[src/rtl/gpx_cfg.svh]
// constants for the general-purpose port block: offsets, reset values, field codes
// assumes inclusion by the design files of this block that use its macros
`ifndef GPX_CFG_SVH
`define GPX_CFG_SVH
// ----------------------------------------------------------------
// register word offsets (byte addresses, one word each)
// ----------------------------------------------------------------
`define GPX_OFS_DATA 8'h00
`define GPX_OFS_DIR 8'h04
`define GPX_OFS_OPT 8'h08
`define GPX_OFS_SENS 8'h0C
`define GPX_OFS_AF_EN 8'h10
`define GPX_OFS_STATUS 8'h14
// ----------------------------------------------------------------
// reset values
// ----------------------------------------------------------------
`define GPX_RST_PORT 8'h00
`define GPX_RST_SENS 2'h0
// ----------------------------------------------------------------
// sensitivity codes and status field positions
// ----------------------------------------------------------------
`define GPX_SENS_FALL_LOW 2'h0
`define GPX_SENS_RISE 2'h1
`define GPX_SENS_FALL 2'h2
`define GPX_SENS_BOTH 2'h3
`define GPX_ST_PEND 0
`define GPX_ST_WAKE 1
`endif

[src/rtl/gpx_pkg.sv]
// types shared by the port block
// assumes the constants header is compiled alongside
`default_nettype none
package gpx_pkg;
   // one pin group seen from the peripheral side
   typedef struct packed {
      logic [7:0] af_out_en; // peripheral drives pin
      logic [7:0] af_out; // peripheral output value
      logic [7:0] af_od; // peripheral wants open drain
      logic [7:0] af_in_en; // peripheral samples pin
   } gpx_af_type;
   // pad drive bundle
   typedef struct packed {
      logic [7:0] out; // value toward pad
      logic [7:0] oe_n; // low while driven
      logic [7:0] pull_up; // pull-up enable
   } gpx_pad_type;
   typedef enum logic [1:0] {gpx_bus_idle, gpx_bus_resp} gpx_bus_state_type;
endpackage
`default_nettype wire

[src/rtl/gpx_port.sv]
// general-purpose 8-pin port with external interrupt and alternate functions
// assumes avalon-mm master on the cpu side, pins synchronous to clock
//
// The Avalon-MM register port and the register addresses were decided locally.
`default_nettype none
`include "gpx_cfg.svh"
module gpx_port #(
   parameter int WIDTH = 8,
   parameter logic [7:0] IRQ_PINS = 8'hFF // pins that have interrupt capability
) (
   // clock and reset
   input wire logic clock,
   input wire logic rst_n,
   // avalon-mm slave
   input wire logic [7:0] avs_address,
   input wire logic avs_read,
   input wire logic avs_write,
   input wire logic [31:0] avs_writedata,
   input wire logic [3:0] avs_byteenable,
   output logic [31:0] avs_readdata,
   output logic avs_waitrequest,
   output logic [1:0] avs_response,
   // cpu interrupt handshake
   input wire logic cpu_irq_masked,
   input wire logic vector_fetch,
   input wire logic cpu_wait_mode,
   input wire logic cpu_halt_mode,
   output logic ext_irq_req,
   output logic wake_req,
   // peripheral side
   input wire gpx_pkg::gpx_af_type af,
   output logic [7:0] af_in,
   // pads
   input wire logic [7:0] pin_in,
   output gpx_pkg::gpx_pad_type pad
);
   // ----------------------------------------------------------------
   // elaboration checks
   // ----------------------------------------------------------------
   initial begin
      if (WIDTH < 1 || WIDTH > 8) $error("gpx_port supports one to eight pins");
   end
   // ----------------------------------------------------------------
   // reset synchroniser
   // ----------------------------------------------------------------
   logic rst_meta_ff; // first stage, read only by second
   logic rst_sync_ff; // released reset used everywhere
   // two-stage release, assert stays asynchronous
   always_ff @(posedge clock or negedge rst_n) begin
      if (!rst_n) begin
         rst_meta_ff <= 1'b0;
         rst_sync_ff <= 1'b0;
      end else begin
         rst_meta_ff <= 1'b1;
         rst_sync_ff <= rst_meta_ff;
      end
   end
   // ----------------------------------------------------------------
   // registers
   // ----------------------------------------------------------------
   // port programming, all cleared by the released reset
   // no byte lane other than zero carries port bits
   logic [7:0] pin_data_latch_ff; // data latch
   logic [7:0] dir_ff; // one = output
   logic [7:0] opt_ff; // option bits
   logic [1:0] ext_irq_sensitivity_ctrl_ff; // sensitivity code
   logic pend_ff; // hidden request latch
   gpx_pkg::gpx_bus_state_type bus_state_ff;
   // combinational results feeding the registers
   logic [31:0] nxt_readdata;
   logic [1:0] nxt_response;
   logic [7:0] read_val;
   logic [7:0] nxt_out;
   logic [7:0] nxt_oe_n;
   logic [7:0] nxt_pull;
   logic [7:0] nxt_af_in;
   logic [7:0] event_hit;
   logic [7:0] irq_enable;
   // bus decode strobes, only while the slave is idle
   logic acc;
   logic wr_data;
   logic wr_dir;
   logic wr_opt;
   logic wr_sens;
   // byte lane zero holds all port bits
   function automatic logic is_write(input logic [7:0] ofs);
      is_write = avs_write && avs_byteenable[0] && (avs_address == ofs) && (bus_state_ff == gpx_pkg::gpx_bus_idle);
   endfunction
   assign acc = (avs_read || avs_write) && (bus_state_ff == gpx_pkg::gpx_bus_idle);
   assign wr_data = is_write(`GPX_OFS_DATA);
   assign wr_dir = is_write(`GPX_OFS_DIR);
   assign wr_opt = is_write(`GPX_OFS_OPT);
   assign wr_sens = is_write(`GPX_OFS_SENS);
   // data latch, written in any mode
   always_ff @(posedge clock or negedge rst_sync_ff) begin
      if (!rst_sync_ff) begin
         pin_data_latch_ff <= `GPX_RST_PORT;
      end else if (wr_data) begin
         pin_data_latch_ff <= avs_writedata[7:0];
      end
   end
   // direction and option bits
   always_ff @(posedge clock or negedge rst_sync_ff) begin
      if (!rst_sync_ff) begin
         dir_ff <= `GPX_RST_PORT; // floating inputs after reset
         opt_ff <= `GPX_RST_PORT;
      end else begin
         if (wr_dir) dir_ff <= avs_writedata[7:0];
         if (wr_opt) opt_ff <= avs_writedata[7:0];
      end
   end
   // sensitivity code
   always_ff @(posedge clock or negedge rst_sync_ff) begin
      if (!rst_sync_ff) begin
         ext_irq_sensitivity_ctrl_ff <= `GPX_RST_SENS;
      end else if (wr_sens) begin
         ext_irq_sensitivity_ctrl_ff <= avs_writedata[1:0];
      end
   end
   // ----------------------------------------------------------------
   // pin logic
   // ----------------------------------------------------------------
   gpx_pad_mux #(.WIDTH(8)) u_mux (
      .latch(pin_data_latch_ff),
      .dir(dir_ff),
      .opt(opt_ff),
      .af_out_en(af.af_out_en),
      .af_out(af.af_out),
      .af_od(af.af_od),
      .af_in_en(af.af_in_en),
      .pin_level(pin_in),
      .nxt_out(nxt_out),
      .nxt_oe_n(nxt_oe_n),
      .nxt_pull(nxt_pull),
      .nxt_af_in(nxt_af_in),
      .read_val(read_val)
   );
   // pad drive registered; low-power modes do not touch it
   // one cycle of delay keeps every top output on a flip-flop
   // pins without pull-up hardware would mask nxt_pull here
   always_ff @(posedge clock or negedge rst_sync_ff) begin
      if (!rst_sync_ff) begin
         pad.out <= 8'h00;
         pad.oe_n <= 8'hFF;
         pad.pull_up <= 8'h00;
         af_in <= 8'h00;
      end else begin
         pad.out <= nxt_out;
         pad.oe_n <= nxt_oe_n;
         pad.pull_up <= nxt_pull;
         af_in <= nxt_af_in;
      end
   end
   // ----------------------------------------------------------------
   // external interrupt
   // ----------------------------------------------------------------
   // interrupt input = dir 0, opt 1, capable pin
   assign irq_enable = ~dir_ff & opt_ff & IRQ_PINS;
   gpx_edge_qual #(.WIDTH(8)) u_qual (
      .clock(clock),
      .rst_sync_n(rst_sync_ff),
      .pin_level(pin_in),
      .irq_enable(irq_enable),
      .sens(ext_irq_sensitivity_ctrl_ff),
      .event_hit(event_hit)
   );
   // hidden request latch; event wins over fetch clear
   // no bus path reads or writes it directly
   // a clear that meets an event loses, so no event is lost
   always_ff @(posedge clock or negedge rst_sync_ff) begin
      if (!rst_sync_ff) begin
         pend_ff <= 1'b0;
      end else if (|event_hit) begin
         pend_ff <= 1'b1;
      end else if (vector_fetch || wr_sens) begin
         pend_ff <= 1'b0;
      end
   end
   // request to cpu only while unmasked; wake in wait or halt
   // masking hides the request but keeps the latch set
   always_ff @(posedge clock or negedge rst_sync_ff) begin
      if (!rst_sync_ff) begin
         ext_irq_req <= 1'b0;
         wake_req <= 1'b0;
      end else begin
         ext_irq_req <= pend_ff & ~cpu_irq_masked;
         wake_req <= pend_ff & ~cpu_irq_masked & (cpu_wait_mode | cpu_halt_mode);
      end
   end
   // ----------------------------------------------------------------
   // bus slave: one wait cycle, then answer
   // ----------------------------------------------------------------
   always_comb begin
      nxt_response = 2'h0;
      unique case (avs_address)
         `GPX_OFS_DATA: nxt_readdata = {24'h00_0000, read_val};
         `GPX_OFS_DIR: nxt_readdata = {24'h00_0000, dir_ff};
         `GPX_OFS_OPT: nxt_readdata = {24'h00_0000, opt_ff};
         `GPX_OFS_SENS: nxt_readdata = {30'h0000_0000, ext_irq_sensitivity_ctrl_ff};
         `GPX_OFS_AF_EN: nxt_readdata = {24'h00_0000, af.af_out_en};
         `GPX_OFS_STATUS: nxt_readdata = {30'h0000_0000, wake_req, ext_irq_req};
         default: begin
            nxt_readdata = 32'h0000_0000;
            nxt_response = 2'h2; // slave error
         end
      endcase
   end
   // waitrequest high at idle, low for one cycle after taking access
   // a write lands at the take edge; the master still holds
   // read data and response stand until the next access
   always_ff @(posedge clock or negedge rst_sync_ff) begin
      if (!rst_sync_ff) begin
         bus_state_ff <= gpx_pkg::gpx_bus_idle;
         avs_waitrequest <= 1'b1;
         avs_readdata <= 32'h0000_0000;
         avs_response <= 2'h0;
      end else begin
         unique case (bus_state_ff)
            gpx_pkg::gpx_bus_idle: begin
               if (acc) begin
                  bus_state_ff <= gpx_pkg::gpx_bus_resp;
                  avs_waitrequest <= 1'b0;
                  avs_readdata <= avs_read ? nxt_readdata : 32'h0000_0000;
                  avs_response <= nxt_response;
               end
            end
            gpx_pkg::gpx_bus_resp: begin
               bus_state_ff <= gpx_pkg::gpx_bus_idle;
               avs_waitrequest <= 1'b1;
            end
         endcase
      end
   end
   // ----------------------------------------------------------------
   // checks
   // ----------------------------------------------------------------
   chk_irq_sets_pend: assert property (@(posedge clock) disable iff (!rst_sync_ff)
      |event_hit |=> pend_ff) else $error("qualified event did not set request");
   chk_irq_masked: assert property (@(posedge clock) disable iff (!rst_sync_ff)
      ext_irq_req |-> $past(pend_ff) && !$past(cpu_irq_masked)) else $error("request while masked");
   chk_fetch_clear: assert property (@(posedge clock) disable iff (!rst_sync_ff)
      vector_fetch && !(|event_hit) |=> !pend_ff) else $error("fetch did not clear request");
   chk_sens_clear: assert property (@(posedge clock) disable iff (!rst_sync_ff)
      wr_sens && !(|event_hit) |=> !pend_ff) else $error("sensitivity write did not clear");
   chk_no_irq_out: assert property (@(posedge clock) disable iff (!rst_sync_ff)
      (irq_enable == 8'h00) |-> event_hit == 8'h00) else $error("event from non-interrupt pin");
   chk_push_pull: assert property (@(posedge clock) disable iff (!rst_sync_ff)
      dir_ff[0] && opt_ff[0] && !af.af_out_en[0] |=> !pad.oe_n[0] && pad.out[0] == $past(pin_data_latch_ff[0]))
      else $error("push-pull pin not driven");
   chk_af_force: assert property (@(posedge clock) disable iff (!rst_sync_ff)
      af.af_out_en[4] && !af.af_od[4] |=> !pad.oe_n[4] && pad.out[4] == $past(af.af_out[4]))
      else $error("peripheral output not forced");
   chk_input_float: assert property (@(posedge clock) disable iff (!rst_sync_ff)
      !dir_ff[2] && !af.af_out_en[2] |=> pad.oe_n[2]) else $error("input pin driven");
   chk_bus_answer: assert property (@(posedge clock) disable iff (!rst_sync_ff)
      acc |=> !avs_waitrequest ##1 avs_waitrequest) else $error("bus answer not one cycle");
   // ----------------------------------------------------------------
   // further checks
   // ----------------------------------------------------------------
   // latch holds until a clear
   chk_pend_hold: assert property (@(posedge clock) disable iff (!rst_sync_ff)
      pend_ff && !vector_fetch && !wr_sens |=> pend_ff) else $error("request lost");
   // unmasked latch reaches the cpu
   chk_req_follow: assert property (@(posedge clock) disable iff (!rst_sync_ff)
      pend_ff && !cpu_irq_masked |=> ext_irq_req) else $error("request not raised");
   // wait mode is left on a request
   chk_wake_wait: assert property (@(posedge clock) disable iff (!rst_sync_ff)
      pend_ff && !cpu_irq_masked && cpu_wait_mode |=> wake_req) else $error("no wake in wait");
   // halt mode is left on a request
   chk_wake_halt: assert property (@(posedge clock) disable iff (!rst_sync_ff)
      pend_ff && !cpu_irq_masked && cpu_halt_mode |=> wake_req) else $error("no wake in halt");
   // open drain never drives high
   chk_open_drain: assert property (@(posedge clock) disable iff (!rst_sync_ff)
      dir_ff[0] && !opt_ff[0] && !af.af_out_en[0] |=> pad.oe_n[0] || !pad.out[0])
      else $error("open drain drove high");
   // input option selects pull-up
   chk_input_pull: assert property (@(posedge clock) disable iff (!rst_sync_ff)
      !dir_ff[3] && !af.af_out_en[3] |=> pad.pull_up[3] == $past(opt_ff[3]))
      else $error("pull-up not on option");
   // output pin gives peripheral the latch
   chk_af_latch: assert property (@(posedge clock) disable iff (!rst_sync_ff)
      dir_ff[0] && !af.af_out_en[0] && af.af_in_en[0] |=> af_in[0] == $past(pin_data_latch_ff[0]))
      else $error("peripheral not fed latch");
   // data write lands in the latch
   chk_data_write: assert property (@(posedge clock) disable iff (!rst_sync_ff)
      wr_data |=> pin_data_latch_ff == $past(avs_writedata[7:0])) else $error("data write lost");
   // upper read bits stay zero
   chk_read_upper: assert property (@(posedge clock) disable iff (!rst_sync_ff)
      !avs_waitrequest |-> avs_readdata[31:8] == 24'h00_0000) else $error("upper read bits set");
   // sensitivity write lands
   chk_sens_write: assert property (@(posedge clock) disable iff (!rst_sync_ff)
      wr_sens |=> ext_irq_sensitivity_ctrl_ff == $past(avs_writedata[1:0])) else $error("code not stored");
endmodule // gpx_port
`default_nettype wire

[src/rtl/gpx_edge_qual.sv]
// per-pin sensitivity qualifier for external interrupt events
// assumes pin levels already synchronous to clock
`default_nettype none
`include "gpx_cfg.svh"
module gpx_edge_qual #(
   parameter int WIDTH = 8
) (
   // clock and reset
   input wire logic clock,
   input wire logic rst_sync_n,
   // pin levels and control
   input wire logic [WIDTH-1:0] pin_level,
   input wire logic [WIDTH-1:0] irq_enable,
   input wire logic [1:0] sens,
   // qualified events
   output logic [WIDTH-1:0] event_hit
);
   initial begin
      if (WIDTH < 1 || WIDTH > 8) $error("gpx_edge_qual width out of range");
   end
   logic [WIDTH-1:0] prev_ff; // last sampled level
   // previous level tracker
   always_ff @(posedge clock or negedge rst_sync_n) begin
      if (!rst_sync_n) begin
         prev_ff <= '1;
      end else begin
         prev_ff <= pin_level;
      end
   end
   // qualify each pin on its own, before any merging
   always_comb begin
      event_hit = '0;
      unique case (sens)
         `GPX_SENS_FALL_LOW: event_hit = ~pin_level; // low level
         `GPX_SENS_RISE: event_hit = pin_level & ~prev_ff;
         `GPX_SENS_FALL: event_hit = ~pin_level & prev_ff;
         `GPX_SENS_BOTH: event_hit = pin_level ^ prev_ff;
      endcase
      event_hit = event_hit & irq_enable;
   end
endmodule // gpx_edge_qual
`default_nettype wire

[src/rtl/gpx_pad_mux.sv]
// per-pin drive and readback selection with alternate function override
// assumes pad resolution is done outside from out and oe_n
`default_nettype none
module gpx_pad_mux #(
   parameter int WIDTH = 8
) (
   // port programming
   input wire logic [WIDTH-1:0] latch,
   input wire logic [WIDTH-1:0] dir,
   input wire logic [WIDTH-1:0] opt,
   // peripheral side
   input wire logic [WIDTH-1:0] af_out_en,
   input wire logic [WIDTH-1:0] af_out,
   input wire logic [WIDTH-1:0] af_od,
   input wire logic [WIDTH-1:0] af_in_en,
   input wire logic [WIDTH-1:0] pin_level,
   // results
   output logic [WIDTH-1:0] nxt_out,
   output logic [WIDTH-1:0] nxt_oe_n,
   output logic [WIDTH-1:0] nxt_pull,
   output logic [WIDTH-1:0] nxt_af_in,
   output logic [WIDTH-1:0] read_val
);
   initial begin
      if (WIDTH < 1 || WIDTH > 8) $error("gpx_pad_mux width out of range");
   end
   // one pin at a time, alternate function first
   always_comb begin
      for (int i = 0; i < WIDTH; i++) begin
         if (af_out_en[i]) begin
            // peripheral forces output, its own drive style
            nxt_out[i] = af_out[i];
            nxt_oe_n[i] = af_od[i] & af_out[i];
            nxt_pull[i] = 1'b0;
         end else if (dir[i]) begin
            // opt=1 push-pull, opt=0 open drain floats on one
            nxt_out[i] = latch[i];
            nxt_oe_n[i] = ~opt[i] & latch[i];
            nxt_pull[i] = 1'b0;
         end else begin
            // input: latch never reaches the pad
            nxt_out[i] = 1'b0;
            nxt_oe_n[i] = 1'b1;
            nxt_pull[i] = opt[i];
         end
         // output pin feeds peripheral from latch
         nxt_af_in[i] = (dir[i] && !af_out_en[i]) ? latch[i] : pin_level[i];
         if (!af_in_en[i]) nxt_af_in[i] = 1'b0;
         // readback: latch in output without af, pin in output under af, af value or pin in input
         if (dir[i] && !af_out_en[i]) read_val[i] = latch[i];
         else if (!dir[i] && af_out_en[i]) read_val[i] = af_out[i];
         else read_val[i] = pin_level[i];
      end
   end
endmodule // gpx_pad_mux
`default_nettype wire

[config.mk]
export PLATFORM = sky130hd
export DESIGN_NAME = gpx_port
export DESIGN_NICKNAME = d
export VERILOG_FILES = /design/src/rtl/gpx_pkg.sv /design/src/rtl/gpx_port.sv /design/src/rtl/gpx_edge_qual.sv /design/src/rtl/gpx_pad_mux.sv
export VERILOG_INCLUDE_DIRS = /design/src /design/src/rtl
export SDC_FILE = /design/constraint.sdc
export NUM_CORES = 1
export LEC_CHECK = 0
export BUFFER_PORTS_ARGS = -buffer_cell sky130_fd_sc_hd__buf_2
export CAP_MARGIN = 10
export CORE_UTILIZATION = 30
export DETAILED_ROUTE_END_ITERATION = 16
export GPL_ROUTABILITY_DRIVEN = 1
export HOLD_SLACK_MARGIN = 0.12
export PLACE_DENSITY = 0.65
export RECOVER_POWER = 25
export SKIP_CTS_REPAIR_TIMING = 1
export SYNTH_ARGS = -nofsm -noshare
export SYNTH_HDL_FRONTEND = slang
export SYNTH_HIERARCHICAL = 1
export SYNTH_SLANG_ARGS = --single-unit
[constraint.sdc]
create_clock -name clock -period 2.82 [get_ports clock]
set_input_delay 0.564 -clock clock [delete_from_list [all_inputs] [get_ports clock]]
set_output_delay 0.564 -clock clock [all_outputs]
set_load 0.005 [all_outputs]
==> summary.txt <==
Clock tree
  • CTS HTree Levels: 3
  • Clk_lat worst skew: 0.34 ns
  • Root Buffer Master: clkbuf_16
  • Clk slew on worst S/H paths: 0.07 ns
  • Clock sink count: 82
  • CTS buffer count: 9
  • Clk buf depth: 2
  • TritonCTS clock tree: built

Drt
  • Max Used Layer: met4
  • Drt first pass iters: 4
  • Mean number of vias per cell: 4.78
  • Routed Antenna Nets: 0
  • DRT Wirelength: 10800 um
  • Routed length on met1: 5080 um
  • Wire per inst: 15.7 um
  • Met2 wire length: 5140 um
  • DRC: 0
  • Met3 WL: 449 um
  • DRT iter0 DRCs: 165
  • Vias: 3314

STA
  • Unrepaired setup endpoints after global routing: no
  • Slew HR: -19.0%
  • Final hold violations: 0
  • Final min period: 2.24 ns
  • Setup-failing EPs final: 0
  • Worst Skew: 0.0101 ns
  • Setup tns final: 0 ns
  • Worst-Margin Slew: 1.78 ns
  • Final period utilization: 79.4%
  • Pins Over Slew Limit: 81
  • Final worst slack: 0.581 ns
  • FMAX: 447 MHz

Die
  • # rows: 44
  • IO Pins: 161
  • Die W: 124 um
  • Die area: 0.0154 sq mm
  • Core area: 0.0145 sq mm
  • Die Y: 124 um
  • Initial core utilization: 30.7%

Placed design
  • DP Worst Slack: 0.374 ns
  • DP Cell Count: 676
  • Number of buffers added on ports: 108
  • Detailed Place HPWL: 7640 um
  • Gp weighted congestion: 0.714

Min path
  • Worst Hold Depth: 0
  • Hold Crit Class: reg -> reg

Pwr
  • Peak VDD IR: 0.242 mV
  • Pwr Total: 2.74 mW
  • Leak pwr: 2.55 nW
  • Cell Pwr Density: 515 mW/mm^2

GRT
  • First-pass GRT wire length: 16600 um
  • Largest net degree at the start of global routing: 81
  • GRT Total Usage: 14.6%
  • Initial antenna violation count: 0
  • Number of global-route vias before repair: 3214
  • GRT overflow: 0

Final layout
  • Nets: 612
  • Share of layout cells above drive strength 1: 33.6%
  • Area growth, synth to finish: 19.3%
  • # fillers: 1498
  • Final core occ: 36.6%
  • Post-route insts no fill: 693
  • ANT cells: 0

Synth
  • Ys async rst share: 100%
  • Post-synth EDFFs: 0
  • Syn avg cell area: 11.3 sq um
  • Ranking of synthesized cells by area: dfrtp_1 36%, dfstp_2 10%, mux2_2 6.6%
  • Cell Area, Synth: 0.00446 sq mm
  • Yosys top cell by area: dfrtp_1
  • Register area share after synthesis: 46.5%
  • Post-synth top area share: 36.5%
  • Yosys reg bits: 82
  • Synth warn: 6
  • Unique masters post-synth: 46
  • Top_reg_cell synth: dfrtp_1
  • Synth Instances: 394

Critical path
  • R2R depth: 6
  • CP Launch Type: flop
  • Data arrival time of the critical path: 2.47 ns
  • CP Max Fanout: 31
  • Critical path required time: 3.05 ns
  • R2R setup slack: 0.58 ns
  • Crit Path Class: reg -> reg
  • Crit end category: flop

Flow run
  • Max cap viols: 1

Run status
  • Failing checks: max-capacitance violations, max-slew violations
  • Status: complete, but fails checks
sequential cells by signal, summed over array words and instances, names as in the netlist:
signal and cells:
pad 24, avs_readdata 8, opt_ff 8, rst_meta_ff 1
bus_state_ff 1, rst_sync_ff 1, ext_irq_req 1, avs_response 1
pin_data_latch_ff 8, u_qual/prev_ff 8, dir_ff 8, avs_waitrequest 1
pend_ff 1, ext_irq_sensitivity_ctrl_ff 2, wake_req 1, af_in 8
metrics by stage:
stage          hold WS, ns  instance area [sq um]
2_1_floorplan        0.268                   4550
3_3_place_gp         0.341                   5080
3_5_place_dp         0.340                   5080
4_1_cts            -0.0220                   5380
5_1_grt              0.376                   5320
6_report             0.357                   5320
critical path, cell delays in order, from the launching register on:
cell and delay, ns:
dfrtp_1 1.00, nand2_1 0.14, o2111ai_1 0.14, o21ai_0 0.19, nor4_1 0.30, nand2_1 0.12
a31o_2 0.22
final timing paths:
kind                                    endpoint                                        from
max                          pend_ff$_DFFE_PN0P_  ext_irq_sensitivity_ctrl_ff[0]$_DFFE_PN0P_
min                        rst_sync_ff$_DFF_PN0_                       rst_meta_ff$_DFF_PN0_
max reg2reg                  pend_ff$_DFFE_PN0P_  ext_irq_sensitivity_ctrl_ff[0]$_DFFE_PN0P_
min reg2reg                rst_sync_ff$_DFF_PN0_                       rst_meta_ff$_DFF_PN0_
max in group asynchronous     af_in[4]$_DFF_PN0_                       rst_sync_ff$_DFF_PN0_
min in group asynchronous  rst_meta_ff$_DFF_PN0_                                       rst_n
synth_stat cells (5+ instances only):
cell       count
dfrtp_1       65
nor2b_1       28
buf_4         27
mux2_2        26
a21oi_1       23
mux2i_1       23
inv_1         20
nand2_1       20
dfstp_2       17
nand2b_1      17
ha_1          16
nor2_1         9
o21ai_0        9
a211oi_1       8
a31o_1         8
nor3b_1        8
a22o_1         7
a22oi_1        7
nor2b_4        7
o2111ai_1      7
o221ai_1       5
cell type report:
class                           count  area (sq um)  share of cell area, %
Timing Repair Buffer              111           551                   10.3
Tap cell                          184           230                   4.33
Clock buffer                        9           225                   4.23
Sequential cell                    82          2070                   39.0
Clock inverter                      7          76.3                   1.43
Inverter                           20          75.1                   1.41
Multi-Input combinational cell    280          2090                   39.3
cell usage in the layout (no fill, tap or decap), types with 3 or more instances in the layout:
cell,synthesis,routed
a211oi_1,8,8
a21oi_1,23,23
a22o_1,7,7
a22oi_1,7,7
a31o_1,8,8
buf_2,1,99
clkbuf_1,3,10
clkbuf_16,0,9
conb_1,2,26
dfrtp_1,65,64
dfstp_2,17,17
ha_1,16,16
inv_1,20,20
mux2_2,26,26
mux2i_1,23,23
mux4_2,3,3
nand2_1,20,20
nand2b_1,17,17
nor2_1,9,9
nor2b_1,28,35
nor3b_1,8,8
o2111ai_1,7,7
o21ai_0,9,10
o221ai_1,5,5
metal layers:
layer  vias up  track usage (%)
li1       1580                -
met3        14             2.47
met4         0             6.10
met5         -                0
met2        92             23.4
met1      1628             19.5
power breakdown:
| group | switching (mW) | internal (mW) | total, mW |
|---|---|---|---|
| clock | 0.510 | 0.692 | 1.20 |
| combinational | 0.136 | 0.121 | 0.257 |
| sequential | 0.0518 | 1.23 | 1.28 |
logic make-up (layout without fill, tap and decap cells):
kind of cell	count (synthesis)	count (layout)	share of synthesized area, %
adders and majority gates	16	16	4.49
and+or+nand+nor	103	103	15.3
other	2	26	0.168
buffers and inverters	56	147	7.52
AOI/OAI and AO/OA	83	83	12.9
muxes	52	52	13.2
DFF	82	82	46.5
Power figures use the tool's default switching activity.
